--- src/design/adcts_pkg.sv ---
// package: register map, fields, encodings and timing of the converter control
package adcts_pkg;
   localparam int unsigned ADDR_W = 3;
   localparam int unsigned DATA_W = 8;
   localparam int unsigned RES_W  = 10;

   // register offsets
   localparam logic [2:0] OFF_CTRL0  = 3'h0;
   localparam logic [2:0] OFF_CTRL1  = 3'h1;
   localparam logic [2:0] OFF_FREF   = 3'h2;
   localparam logic [2:0] OFF_RES_HI = 3'h3;
   localparam logic [2:0] OFF_RES_LO = 3'h4;
   localparam logic [2:0] OFF_STATUS = 3'h5;
   localparam logic [2:0] OFF_MASK   = 3'h6;

   // converter_control_0 fields
   localparam int unsigned C0_ON_BIT   = 0;
   localparam int unsigned C0_GO_BIT   = 1;
   localparam int unsigned C0_CHS_LSB  = 2;
   localparam int unsigned C0_TRDY_BIT = 7;
   // converter_control_1 fields
   localparam int unsigned C1_PREF_LSB = 0;
   localparam int unsigned C1_CS_LSB   = 4;
   localparam int unsigned C1_FMT_BIT  = 7;
   // fixed_reference_control fields
   localparam int unsigned FR_REN_BIT  = 7;
   localparam int unsigned FR_RDY_BIT  = 6;
   localparam int unsigned FR_TEMP_SENSE_ENABLE_BIT = 5;
   localparam int unsigned FR_TRNG_BIT = 4;
   localparam int unsigned FR_PG_LSB   = 2;
   localparam int unsigned FR_CG_LSB   = 0;
   // status and mask fields
   localparam int unsigned ST_DONE_BIT = 0;
   localparam int unsigned ST_REF_BIT  = 1;
   localparam int unsigned ST_W        = 2;

   // reset values
   localparam logic [7:0] RST_CTRL0 = 8'h00;
   localparam logic [7:0] RST_CTRL1 = 8'h00;
   localparam logic [7:0] RST_FREF  = 8'h00;
   localparam logic [1:0] RST_MASK  = 2'h0;

   // conversion clock select encodings
   localparam logic [2:0] CS_DIV2  = 3'h0;
   localparam logic [2:0] CS_DIV4  = 3'h4;
   localparam logic [2:0] CS_DIV8  = 3'h1;
   localparam logic [2:0] CS_DIV16 = 3'h5;
   localparam logic [2:0] CS_DIV32 = 3'h2;
   localparam logic [2:0] CS_DIV64 = 3'h6;
   localparam logic [1:0] CS_RC_LO = 2'h3;

   // positive reference encodings
   localparam logic [1:0] PREF_VDD   = 2'h0;
   localparam logic [1:0] PREF_PIN   = 2'h1;
   localparam logic [1:0] PREF_FR2X  = 2'h2;
   localparam logic [1:0] PREF_FR4X  = 2'h3;

   // reference gain encodings
   localparam logic [1:0] GAIN_OFF = 2'h0;
   localparam logic [1:0] GAIN_1X  = 2'h1;
   localparam logic [1:0] GAIN_2X  = 2'h2;
   localparam logic [1:0] GAIN_4X  = 2'h3;

   // internal channel codes
   localparam logic [4:0] CH_TEMP = 5'h1d;
   localparam logic [4:0] CH_DAC  = 5'h1e;
   localparam logic [4:0] CH_FREF = 5'h1f;

   // conversion timing in half bit periods
   localparam logic [4:0] SAMPLE_HALVES = 5'h03;
   localparam logic [4:0] LAST_HALF     = 5'h16;
   localparam logic [3:0] TOP_BIT       = 4'h9;

   // timing
   localparam int unsigned CLK_MHZ          = 100;
   localparam int unsigned TEMP_SETTLE_US   = 200;
   localparam int unsigned TEMP_SETTLE_CYC  = TEMP_SETTLE_US * CLK_MHZ;
   localparam int unsigned REF_SETTLE_CYC   = 64;

   // controls toward the analog core
   typedef struct packed {
      logic       conv_on;
      logic       sample;
      logic [4:0] channel;
      logic       chan_valid;
      logic [1:0] pos_ref;
      logic [9:0] trial_code;
      logic       ref_en;
      logic       temp_en;
      logic       temp_high;
      logic [1:0] periph_gain;
      logic [1:0] conv_gain;
   } adcts_ana_t;

   // register bus request
   typedef struct packed {
      logic [2:0] addr;
      logic [7:0] wdata;
      logic       wr;
      logic       rd;
   } adcts_req_t;
endpackage : adcts_pkg

--- src/design/adcts_top.sv ---
// converter control with temperature sense, reference control and interrupt
// Function
// - standard-voltage variant reports reference ready as one at all times.
// - temperature sense enable bit switches the temperature indicator on or off.
// - range select bit set picks high range, cleared picks low range.
// - successive approximation yields a 10-bit result in high/low result pair.
// - conversion completion raises an interrupt that can also wake from sleep.
// - seven or eleven inputs: four or eight pins plus temperature, DAC, reference.
// - channel select field picks the input routed to sample-and-hold.
// - positive reference: pin, supply, 2.048V, or 4.096V except low-voltage.
// - seven conversion clocks: system clock over 2 to 64, or RC oscillator.
// - one bit per conversion clock period, full conversion 11.5 periods.
// - divided sources follow system clock; only RC source is independent.
// - clock select codes 000,100,001,101,010,110 for dividers, x11 for RC.
// - completion clears busy, sets done flag, updates both result registers.
// - gain fields encode off, 1x, 2x, 4x for peripherals and converter.
// - low-voltage reference ready reads one when ready, zero when not ready or disabled.
//
// Added by the designer: the register offsets and the plain strobed port.
`timescale 1ns/1ps
module adcts_top #(
   parameter int unsigned PIN_COUNT       = 4,
   parameter bit          LOW_VOLTAGE     = 1'b0,
   parameter int unsigned REF_SETTLE      = adcts_pkg::REF_SETTLE_CYC,
   parameter int unsigned TEMP_SETTLE     = adcts_pkg::TEMP_SETTLE_CYC
) (
   // clock and reset
   input  wire logic                  core_clk,
   input  wire logic                  rst,
   // register port
   input  wire logic [2:0]            addr,
   input  wire logic [7:0]            wr_data,
   input  wire logic                  wr_en,
   input  wire logic                  rd_en,
   output logic      [7:0]            rd_data,
   // analog core
   input  wire logic                  cmp_in,
   input  wire logic                  rc_osc,
   input  wire logic                  ref_stable,
   output adcts_pkg::adcts_ana_t      ana,
   // power and interrupt
   input  wire logic                  sleep,
   output logic                       irq,
   output logic                       wake
);
   initial begin
      if (PIN_COUNT != 4 && PIN_COUNT != 8)
         $error("PIN_COUNT must be 4 or 8");
      if (REF_SETTLE < 1 || REF_SETTLE > 65535)
         $error("REF_SETTLE out of range");
      if (TEMP_SETTLE < 1 || TEMP_SETTLE > 65535)
         $error("TEMP_SETTLE out of range");
   end

   localparam logic [15:0] REF_LIM  = 16'(REF_SETTLE - 1);
   localparam logic [15:0] TEMP_LIM = 16'(TEMP_SETTLE - 1);
   localparam logic [4:0]  PIN_LIM  = 5'(PIN_COUNT);

   typedef enum logic [2:0] {
      ST_IDLE   = 3'b001,
      ST_SAMPLE = 3'b010,
      ST_CONV   = 3'b100
   } adcts_fsm_t;

   typedef struct packed {
      adcts_fsm_t             fsm;
      logic                   on;
      logic [4:0]             channel_select;
      logic [1:0]             pref;
      logic [2:0]             cs;
      logic                   fmt;
      logic                   ref_en;
      logic                   temp_sense_enable;
      logic                   temp_range_select;
      logic [1:0]             pgain;
      logic [1:0]             cgain;
      logic [9:0]             res;
      logic [9:0]             sar;
      logic                   lastbit;
      logic [3:0]             bitidx;
      logic [4:0]             hcnt;
      logic [5:0]             div;
      logic [1:0]             status;
      logic [1:0]             mask;
      logic [7:0]             rd_data;
      logic                   irq;
      logic                   wake;
      logic                   rc_s1;
      logic                   rc_s2;
      logic                   rc_s3;
      logic                   cmp_s1;
      logic                   cmp_s2;
      logic                   rdy_s1;
      logic                   rdy_s2;
      logic [15:0]            ref_cnt;
      logic                   ref_rdy;
      logic [15:0]            temp_cnt;
      logic                   temp_rdy;
      adcts_pkg::adcts_ana_t  ana;
   } adcts_state_t;

   adcts_state_t st_r;
   adcts_state_t st_nxt;

   // half of one bit period in system clocks for each divider code
   function automatic logic [5:0] adcts_half(input logic [2:0] sel);
      logic [5:0] h;
      h = 6'h01;
      unique case (sel)
         adcts_pkg::CS_DIV2:  h = 6'h01;
         adcts_pkg::CS_DIV4:  h = 6'h02;
         adcts_pkg::CS_DIV8:  h = 6'h04;
         adcts_pkg::CS_DIV16: h = 6'h08;
         adcts_pkg::CS_DIV32: h = 6'h10;
         adcts_pkg::CS_DIV64: h = 6'h20;
         default:             h = 6'h01;
      endcase
      return h;
   endfunction : adcts_half

   logic       req_wr;
   logic       use_rc;
   logic       half_tick;
   logic       busy;
   logic       go_set;
   logic       go_clr;
   logic       finish;
   logic       abort;
   logic       decide;
   logic       bitval;
   logic [9:0] trial;
   logic [9:0] fill;
   logic [9:0] final_res;
   logic [1:0] st_set;
   logic       ref_ready_view;
   logic [7:0] c0_view;
   logic [7:0] c1_view;
   logic [7:0] fr_view;
   logic [7:0] hi_view;
   logic [7:0] lo_view;

   always_comb begin
      st_nxt = st_r;
      req_wr = wr_en;

      // two-stage synchronisers for analog-side inputs
      st_nxt.rc_s1  = rc_osc;
      st_nxt.rc_s2  = st_r.rc_s1;
      st_nxt.rc_s3  = st_r.rc_s2;
      st_nxt.cmp_s1 = cmp_in;
      st_nxt.cmp_s2 = st_r.cmp_s1;
      st_nxt.rdy_s1 = ref_stable;
      st_nxt.rdy_s2 = st_r.rdy_s1;

      // conversion clock: divided system clock or RC edges
      use_rc = (st_r.cs[1:0] == adcts_pkg::CS_RC_LO);
      busy   = (st_r.fsm != ST_IDLE);
      if (use_rc) begin
         // rc timing is independent of the system clock
         half_tick  = st_r.rc_s2 ^ st_r.rc_s3;
         st_nxt.div = 6'h00;
      end else begin
         // counts system clocks, so tracks any system clock change
         half_tick = busy && (st_r.div == adcts_half(st_r.cs) - 6'h01);
         if (!busy || half_tick)
            st_nxt.div = 6'h00;
         else
            st_nxt.div = st_r.div + 6'h01;
      end

      // register writes
      go_set = 1'b0;
      go_clr = 1'b0;
      if (req_wr) begin
         unique case (addr)
            adcts_pkg::OFF_CTRL0: begin
               st_nxt.on  = wr_data[adcts_pkg::C0_ON_BIT];
               st_nxt.channel_select = wr_data[adcts_pkg::C0_CHS_LSB +: 5];
               go_set = wr_data[adcts_pkg::C0_GO_BIT] && st_r.on;
               go_clr = !wr_data[adcts_pkg::C0_GO_BIT];
            end
            adcts_pkg::OFF_CTRL1: begin
               st_nxt.fmt = wr_data[adcts_pkg::C1_FMT_BIT];
               st_nxt.cs  = wr_data[adcts_pkg::C1_CS_LSB +: 3];
               // 4.096V choice refused on low-voltage parts
               if (!(LOW_VOLTAGE && wr_data[adcts_pkg::C1_PREF_LSB +: 2]
                     == adcts_pkg::PREF_FR4X))
                  st_nxt.pref = wr_data[adcts_pkg::C1_PREF_LSB +: 2];
            end
            adcts_pkg::OFF_FREF: begin
               st_nxt.ref_en = wr_data[adcts_pkg::FR_REN_BIT];
               st_nxt.temp_sense_enable   = wr_data[adcts_pkg::FR_TEMP_SENSE_ENABLE_BIT];
               st_nxt.temp_range_select  = wr_data[adcts_pkg::FR_TRNG_BIT];
               st_nxt.pgain  = wr_data[adcts_pkg::FR_PG_LSB +: 2];
               st_nxt.cgain  = wr_data[adcts_pkg::FR_CG_LSB +: 2];
            end
            adcts_pkg::OFF_MASK:
               st_nxt.mask = wr_data[adcts_pkg::ST_W-1:0];
            default: ;
         endcase
      end

      // successive approximation sequencer
      trial  = st_r.sar | (10'h001 << st_r.bitidx);
      // decide as each bit period ends; at /2 the sync delay is too long
      decide = half_tick && (st_r.fsm == ST_CONV) && !st_r.hcnt[0];
      bitval = st_r.cmp_s2;
      finish = decide && (st_r.hcnt == adcts_pkg::LAST_HALF);
      // sleep on a system-clock source stops the conversion, result untouched
      abort  = busy && sleep && !use_rc;
      fill   = st_r.lastbit ? ((10'h001 << (st_r.bitidx + 4'h1)) - 10'h001)
                            : 10'h000;
      final_res = st_r.sar | fill;
      st_set = '0;

      unique case (st_r.fsm)
         ST_IDLE: begin
            if (go_set) begin
               st_nxt.fsm    = ST_SAMPLE;
               st_nxt.hcnt   = 5'h00;
               st_nxt.bitidx = adcts_pkg::TOP_BIT;
               st_nxt.sar    = 10'h000;
            end
         end
         ST_SAMPLE: begin
            // first 1.5 periods hold the sample, then ten bit periods
            if (half_tick) begin
               st_nxt.hcnt = st_r.hcnt + 5'h01;
               if (st_r.hcnt == adcts_pkg::SAMPLE_HALVES - 5'h01)
                  st_nxt.fsm = ST_CONV;
            end
         end
         ST_CONV: begin
            if (half_tick)
               st_nxt.hcnt = st_r.hcnt + 5'h01;
            if (decide) begin
               // one bit decided per conversion period
               st_nxt.sar     = bitval ? trial : st_r.sar;
               st_nxt.lastbit = bitval;
               st_nxt.bitidx  = st_r.bitidx - 4'h1;
            end
            if (finish) begin
               // completion updates result and raises done
               st_nxt.res = bitval ? trial : st_r.sar;
               st_nxt.fsm = ST_IDLE;
               st_set[adcts_pkg::ST_DONE_BIT] = 1'b1;
            end
         end
         default: st_nxt.fsm = ST_IDLE;
      endcase

      // software termination: partial bits copy the last decided bit
      if (busy && !finish && (go_clr || !st_nxt.on)) begin
         st_nxt.fsm = ST_IDLE;
         if (st_r.fsm == ST_CONV && st_r.bitidx != adcts_pkg::TOP_BIT)
            st_nxt.res = final_res;
      end else if (abort) begin
         st_nxt.fsm = ST_IDLE;
      end

      // fixed reference ready
      if (!st_r.ref_en) begin
         st_nxt.ref_cnt = 16'h0000;
         st_nxt.ref_rdy = 1'b0;
      end else if (st_r.ref_cnt != REF_LIM) begin
         st_nxt.ref_cnt = st_r.ref_cnt + 16'h0001;
      end else begin
         st_nxt.ref_rdy = st_r.rdy_s2;
      end
      ref_ready_view = LOW_VOLTAGE ? st_r.ref_rdy : 1'b1;
      if (st_nxt.ref_rdy && !st_r.ref_rdy)
         st_set[adcts_pkg::ST_REF_BIT] = 1'b1;

      // temperature settle indication, restarted by routing or a conversion
      if (st_r.channel_select != adcts_pkg::CH_TEMP || !st_r.temp_sense_enable
          || (busy && st_r.channel_select == adcts_pkg::CH_TEMP)) begin
         st_nxt.temp_cnt = 16'h0000;
         st_nxt.temp_rdy = 1'b0;
      end else if (st_r.temp_cnt != TEMP_LIM) begin
         st_nxt.temp_cnt = st_r.temp_cnt + 16'h0001;
      end else begin
         st_nxt.temp_rdy = 1'b1;
      end

      // read views
      c0_view = '0;
      c0_view[adcts_pkg::C0_ON_BIT]     = st_r.on;
      c0_view[adcts_pkg::C0_GO_BIT]     = busy;
      c0_view[adcts_pkg::C0_CHS_LSB +: 5] = st_r.channel_select;
      c0_view[adcts_pkg::C0_TRDY_BIT]   = st_r.temp_rdy;
      c1_view = '0;
      c1_view[adcts_pkg::C1_FMT_BIT]      = st_r.fmt;
      c1_view[adcts_pkg::C1_CS_LSB +: 3]  = st_r.cs;
      c1_view[adcts_pkg::C1_PREF_LSB +: 2] = st_r.pref;
      fr_view = '0;
      fr_view[adcts_pkg::FR_REN_BIT]    = st_r.ref_en;
      fr_view[adcts_pkg::FR_RDY_BIT]    = ref_ready_view;
      fr_view[adcts_pkg::FR_TEMP_SENSE_ENABLE_BIT]   = st_r.temp_sense_enable;
      fr_view[adcts_pkg::FR_TRNG_BIT]   = st_r.temp_range_select;
      fr_view[adcts_pkg::FR_PG_LSB +: 2] = st_r.pgain;
      fr_view[adcts_pkg::FR_CG_LSB +: 2] = st_r.cgain;
      // result pair in right or left justified form
      hi_view = st_r.fmt ? {6'h00, st_r.res[9:8]} : st_r.res[9:2];
      lo_view = st_r.fmt ? st_r.res[7:0] : {st_r.res[1:0], 6'h00};

      st_nxt.rd_data = 8'h00;
      if (rd_en) begin
         unique case (addr)
            adcts_pkg::OFF_CTRL0:  st_nxt.rd_data = c0_view;
            adcts_pkg::OFF_CTRL1:  st_nxt.rd_data = c1_view;
            adcts_pkg::OFF_FREF:   st_nxt.rd_data = fr_view;
            adcts_pkg::OFF_RES_HI: st_nxt.rd_data = hi_view;
            adcts_pkg::OFF_RES_LO: st_nxt.rd_data = lo_view;
            adcts_pkg::OFF_STATUS: st_nxt.rd_data = {6'h00, st_r.status};
            adcts_pkg::OFF_MASK:   st_nxt.rd_data = {6'h00, st_r.mask};
            default:               st_nxt.rd_data = 8'h00;
         endcase
      end

      // sticky status: read clears, a new event in the same cycle wins
      if (rd_en && addr == adcts_pkg::OFF_STATUS)
         st_nxt.status = st_set;
      else
         st_nxt.status = st_r.status | st_set;
      st_nxt.irq  = |(st_nxt.status & st_nxt.mask);
      st_nxt.wake = st_nxt.irq && sleep;

      // analog controls
      st_nxt.ana.conv_on     = st_nxt.on && !(sleep && !use_rc);
      st_nxt.ana.sample      = st_nxt.on && (st_nxt.fsm != ST_CONV);
      st_nxt.ana.channel     = st_nxt.channel_select;
      // pins below the pin count plus three internal inputs
      st_nxt.ana.chan_valid  = (st_nxt.channel_select < PIN_LIM)
                               || (st_nxt.channel_select == adcts_pkg::CH_TEMP)
                               || (st_nxt.channel_select == adcts_pkg::CH_DAC)
                               || (st_nxt.channel_select == adcts_pkg::CH_FREF);
      st_nxt.ana.pos_ref     = st_nxt.pref;
      st_nxt.ana.trial_code  = (st_nxt.fsm == ST_CONV)
                               ? (st_nxt.sar | (10'h001 << st_nxt.bitidx))
                               : 10'h000;
      st_nxt.ana.ref_en      = st_nxt.ref_en;
      st_nxt.ana.temp_en     = st_nxt.temp_sense_enable;
      st_nxt.ana.temp_high   = st_nxt.temp_range_select;
      st_nxt.ana.periph_gain = st_nxt.pgain;
      st_nxt.ana.conv_gain   = st_nxt.cgain;
   end

   always_ff @(posedge core_clk or posedge rst) begin
      if (rst) begin
         st_r        <= '0;
         st_r.fsm    <= ST_IDLE;
         st_r.on     <= adcts_pkg::RST_CTRL0[adcts_pkg::C0_ON_BIT];
         st_r.cs     <= adcts_pkg::RST_CTRL1[adcts_pkg::C1_CS_LSB +: 3];
         st_r.pref   <= adcts_pkg::RST_CTRL1[adcts_pkg::C1_PREF_LSB +: 2];
         st_r.ref_en <= adcts_pkg::RST_FREF[adcts_pkg::FR_REN_BIT];
         st_r.mask   <= adcts_pkg::RST_MASK;
         st_r.bitidx <= adcts_pkg::TOP_BIT;
      end else begin
         st_r <= st_nxt;
      end
   end

   assign rd_data = st_r.rd_data;
   assign irq     = st_r.irq;
   assign wake    = st_r.wake;
   assign ana     = st_r.ana;
endmodule : adcts_top

--- config.mk ---
export PLATFORM = sky130hd
export DESIGN_NAME = adcts_top
export DESIGN_NICKNAME = d
export VERILOG_FILES = /design/src/design/adcts_pkg.sv /design/src/design/adcts_top.sv
export SDC_FILE = /design/constraint.sdc
export NUM_CORES = 1
export LEC_CHECK = 0
export BUFFER_PORTS_ARGS = -buffer_cell sky130_fd_sc_hd__buf_2
export CAP_MARGIN = 15
export CORE_MARGIN = 2
export CORE_UTILIZATION = 60
export DETAILED_ROUTE_END_ITERATION = 8
export GPL_TIMING_DRIVEN = 1
export PLACE_DENSITY_LB_ADDON = 0.1
export SETUP_SLACK_MARGIN = 0.05
export SYNTH_ARGS = -nofsm -noshare
export SYNTH_HDL_FRONTEND = slang
export SYNTH_SLANG_ARGS = --single-unit
--- constraint.sdc ---
create_clock -name core_clk -period 4 [get_ports core_clk]
set_clock_uncertainty 0.05 [all_clocks]
set_input_delay 0.2 -clock core_clk [delete_from_list [all_inputs] [get_ports core_clk]]
set_output_delay 0.2 -clock core_clk [all_outputs]
set_load 0.05 [all_outputs]
; ---- After elaboration in Yosys (flattened, before gate mapping)
; Index checks and enable logic that the tools add are counted.
; W data, S select, Z words.
[totals]
input_bits = 19
output_inout_bits = 37
word_cells = 180
register_bits = 126
[classes]
n_addsub = 8
mux = 50
n_bitwise = 6
n_eq_ne = 33
shifts = 3
magnitude_cmp = 1
reduce_logical = 42
[ops]
columns = op, n
row1 = $mux W10, 8
row2 = $pmux W8 S7, 1
row3 = $mux W17, 2
row4 = $add A16 B1 Y16 const B, 2
row5 = $mux W16, 2
row6 = $mux W6, 5
row7 = $or A10 B10 Y10, 3
row8 = $pmux W6 S5, 1
row9 = $shl A1 B4 Y10 const A, 3
row10 = $eq A5 B5 Y1 const B, 5
row11 = $eq A3 B3 Y1 const B, 8
row12 = $mux W8, 3
row13 = $pmux W10 S2, 1
row14 = $mux W19, 1
row15 = $mux W3, 6
row16 = $logic_and A1 B1 Y1, 17
row17 = $ne A16 B15 Y1 const B, 1
row18 = $ne A16 B6 Y1 const B, 1
row19 = $mux W15, 1
row20 = $eq A3 B2 Y1 const B, 4
row21 = $mux W1, 10
row22 = $pmux W5 S2, 1
row23 = $sub A10 B1 Y10 const B, 1
row24 = $eq A3 B1 Y1 const B, 3
row25 = other kinds (31), 53

; ---- Longest topological paths before layout
[logic_depth]
ltp_word = 17
mapped_depth = 12
depth_no_buf = 11

; ---- Worst setup path before layout
; Ideal clock, no wire load.
[synth_path]
path_kind = register to register
from = reg st_r (netlist bit c1_view[4])
to = reg st_r (netlist bit ana[15])
setup_slack_ps = 1110
t_required_ps = 3886
synth_period_minus_slack_ps = 2890
path_stages_with_launch = 13
setup_ps = 64
arrival_time_ps = 2775
n_path_buf = 1
cell_sequence = dfrtp_1 > inv_1 > ha_1 > a211oi_1 > a21oi_2 > o32a_1 > o31a_1 > or4_1 > and3_1 > buf_6 > clkinv_8 > and4_1 > o21a_1
[synth_lines]
columns = element, line
row1 = start: declaration, adcts_top.sv:102  ; adcts_state_t st_r;
row2 = start signal: assignment, adcts_top.sv:359  ; st_r <= st_nxt;

==> run_results.csv <==
group,metric,value,unit
outcome,status,"finished clean",
synth,synth-seq-area-share,46.4,%
synth,ys_warn_count,0,
finish,final_cell_mix,"dfrtp_1, nor2_1, buf_2",
clocking,post_cts_buffers,0,
synth,synth_area,0.00680,mm²
job,drv_cap,0,
timing,tightest_slew,996,ps
synth,ys_seq_elements,126,
floorplanning,rows,38,
clocking,cts.sinks,126,
synth,synth_cell_types,72,
timing,slew_headroom,33.0,%
detailed_routing,drc,0,
finish,num_antenna_cells,0,
timing,hold_slack,64.5,ps
clocking,clkTransAtPathRegs,50,ps
clocking,worstSkewPairLatency,420,ps
timing,fin_ws,349,ps
detailed_routing,routedWlPerCell,17.8,µm
finish,nets,740,
synth,synth_edf_count,0,
setup_path,end_kind,"flop",
synth,ys.flop_type,"dfrtp_1",
synth,synth_area_leaders,"dfrtp_1, buf_4, ha_1, nor2_1, mux2_2",
synth,avgSynthCellArea,9.99,µm²
timing,setup_viol,0,
setup_path,worstPathCellList,"inv_1 > ha_1 > a211oi_1 > a21oi_2 > o32a_1 > o31ai_2 > nand3_1 > a311oi_2 > o21ai_1 > inv_2 > o21a_1",
setup_path,crit_slowest_cell,"nand3_1",
grt,overflow,0,
timing,fmaxAchievable,274,MHz
timing,slew_violations,0,
placed_design,place.gp.congestion,0.875,
timing,timing.setup.tns,0,ps
setup_path,crit_type,"flop to flop",
floorplanning,die_w,110,µm
setup_path,reg2reg_from,"c1_view[5]",
clocking,ctsResizeCount,0,
clocking,cts_buffers,17,
setup_path,cp.required,4300,ps
floorplanning,dieHeight,110,µm
placed_design,io_buffer_count,55,
setup_path,worstPathMaxFanout,12,
clocking,htreeDepth,4,
setup_path,crit_start,"c1_view[5]",
finish,drive_gt1_share,17.8,%
detailed_routing,drtIter0Drc,497,
hold_path,hp-class,"input port to flop",
synth,synth_top_area_share,45.3,%
floorplanning,initial_core_util,62.2,%
placed_design,post-dp-hpwl,10600,µm
setup_path,cp-start-kind,"flop",
finish,area_growth,11.6,%
synth,synth_nets,719,
placed_design,placed_area,0.00689,mm²
timing,final-hold-violation-count,0,
clocking,cts_root_buf,"clkbuf_16",
hold_path,hold_start,"wr_data[0]",
floorplanning,pin_count,56,
setup_path,arrival,3950,ps
detailed_routing,dr.pass1.iters,7,
detailed_routing,viasPerCell,6.05,
grt,grt_pass1_vias,5070,
placed_design,pre_cts_ws,351,ps
power,pwr_density_cell,474,mW/mm²
detailed_routing,totalWireLength,15200,µm
grt,grt_usage,25.4,%
synth,syn_inst,681,
grt,grt_pass1_wl,24900,µm
finish,final_common_cell,"dfrtp_1",
timing,rsz0062_at_grt,"false",
synth,yosysTopAreaCell,"dfrtp_1",
synth,synth-async-reset-ratio,100,%
floorplanning,core_area,0.0109,mm²
grt,grt_max_degree,86,
setup_path,cpPeakStageDelay,480,ps
power,p_leak,3.44,nW
floorplanning,fp.dieArea,0.0122,mm²
clocking,tritoncts,"yes",
finish,design_area,0.00759,mm²
clocking,cts_buffer_depth,2,
detailed_routing,via_count,5167,
timing,fin_crit_sh,91.3,%
detailed_routing,detail-route-antenna-nets,0,
grt,antenna_found_initial,0,
power,vdd.ir_drop.worst,0.410,mV
timing,finalCriticalPeriod,3650,ps
==> power breakdown <==
group	switching (W)	total [W]	internal [W]
clock network	0.000522	0.00145	0.000928
logic	0.000456	0.000681	0.000225
registers	0.0000969	0.00146	0.00137
total	0.00107	0.00359	0.00252
==> metrics by stage <==
stage,utilization (%),power (W),cells
after floorplan,-,0.00203,681
after global placement,63.0,0.00212,811
after detailed placement,63.0,0.00214,811
after CTS,69.0,0.00362,852
after global routing,69.4,0.00374,854
final,69.4,0.00359,854
==> critical path, delay by kind of cell, from the launching register on <==
family | cells | cell delay, ps
AOI/OAI and AO/OA | 7 | 2030
adders and majority gates | 1 | 320
buffers and inverters | 2 | 290
DFF | 1 | 410
and+or+nand+nor | 1 | 480
==> logic make-up (layout without fill, tap and decap cells) <==
family                   after synthesis  in the layout  synth area share [%]
AO/OA/AOI/OAI                        131            131                  13.7
XOR/XNOR                              40             40                  5.15
adder cells (fa/ha/maj)               19             19                  3.50
buffers and inverters                 93            126                  7.51
flip-flops                           126            126                  46.4
multiplexers                          30             30                  4.75
AND/OR/NAND/NOR                      242            242                  19.0
==> sequential cells by signal, indices dropped and copies added (netlist names) <==
signal and flops:
irq 1, bitval 1, rd_data 8, st_r 78
c0_view 2, ana 27, wake 1, c1_view 4
st_nxt 4
==> Yosys cell counts (all sizes together) (4+ instances only) <==
| cell | number |
|---|---|
| a22oi | 5 |
| nor3 | 5 |
| o21a | 8 |
| nor2 | 55 |
| dfrtp | 123 |
| nor2b | 17 |
| buf | 44 |
| inv | 22 |
| mux2i | 12 |
| nor3b | 5 |
| a211oi | 5 |
| nor4 | 9 |
| a32o | 8 |
| nand2b | 7 |
| mux2 | 18 |
| o31ai | 5 |
| a21oi | 29 |
| nand2 | 44 |
| and4 | 4 |
| a41oi | 5 |
| or3 | 6 |
| and2 | 19 |
| nand4 | 10 |
| clkbuf | 26 |
| o22a | 7 |
| a31oi | 4 |
| o21ai | 27 |
| nand3 | 32 |
| xnor2 | 19 |
| xor2 | 21 |
| ha | 19 |
| and3 | 15 |
==> worst paths after layout <==
path                            endpoint  slack (ps)  depth (start not counted)
worst max-delay path             ana[15]         350                         11
max in group asynchronous       st_r[96]        2680                          5
worst min-delay path             ana[17]          60                          2
worst max register to register   ana[15]         350                         11
worst min register to register    bitval         300                          0
min in group asynchronous       st_r[49]         240                          3
==> per-layer routing <==
metal / track usage, % / routed length (µm)
met5: 0 / 0
met3: 6.59 / 561
met2: 42.5 / 7690
met4: 8.25 / 221
met1: 32.3 / 6730
==> layout make-up <==
| type | count | area [µm²] |
|---|---|---|
| fillers | 832 | 3350 |
| flip-flops and latches | 126 | 3160 |
| multi-input cells | 462 | 3140 |
| clock buffers | 25 | 505 |
| repair buffers | 72 | 450 |
| well taps | 140 | 175 |
| inverters | 23 | 101 |
| clock inverters | 6 | 57.6 |
==> repair_timing <==
item                       4_1_cts  5_1_grt
hold buffers                    10        1
setup endpoints to repair        0        0
hold endpoints to repair        14       21
No activity file was read; power rests on OpenSTA's default activity.
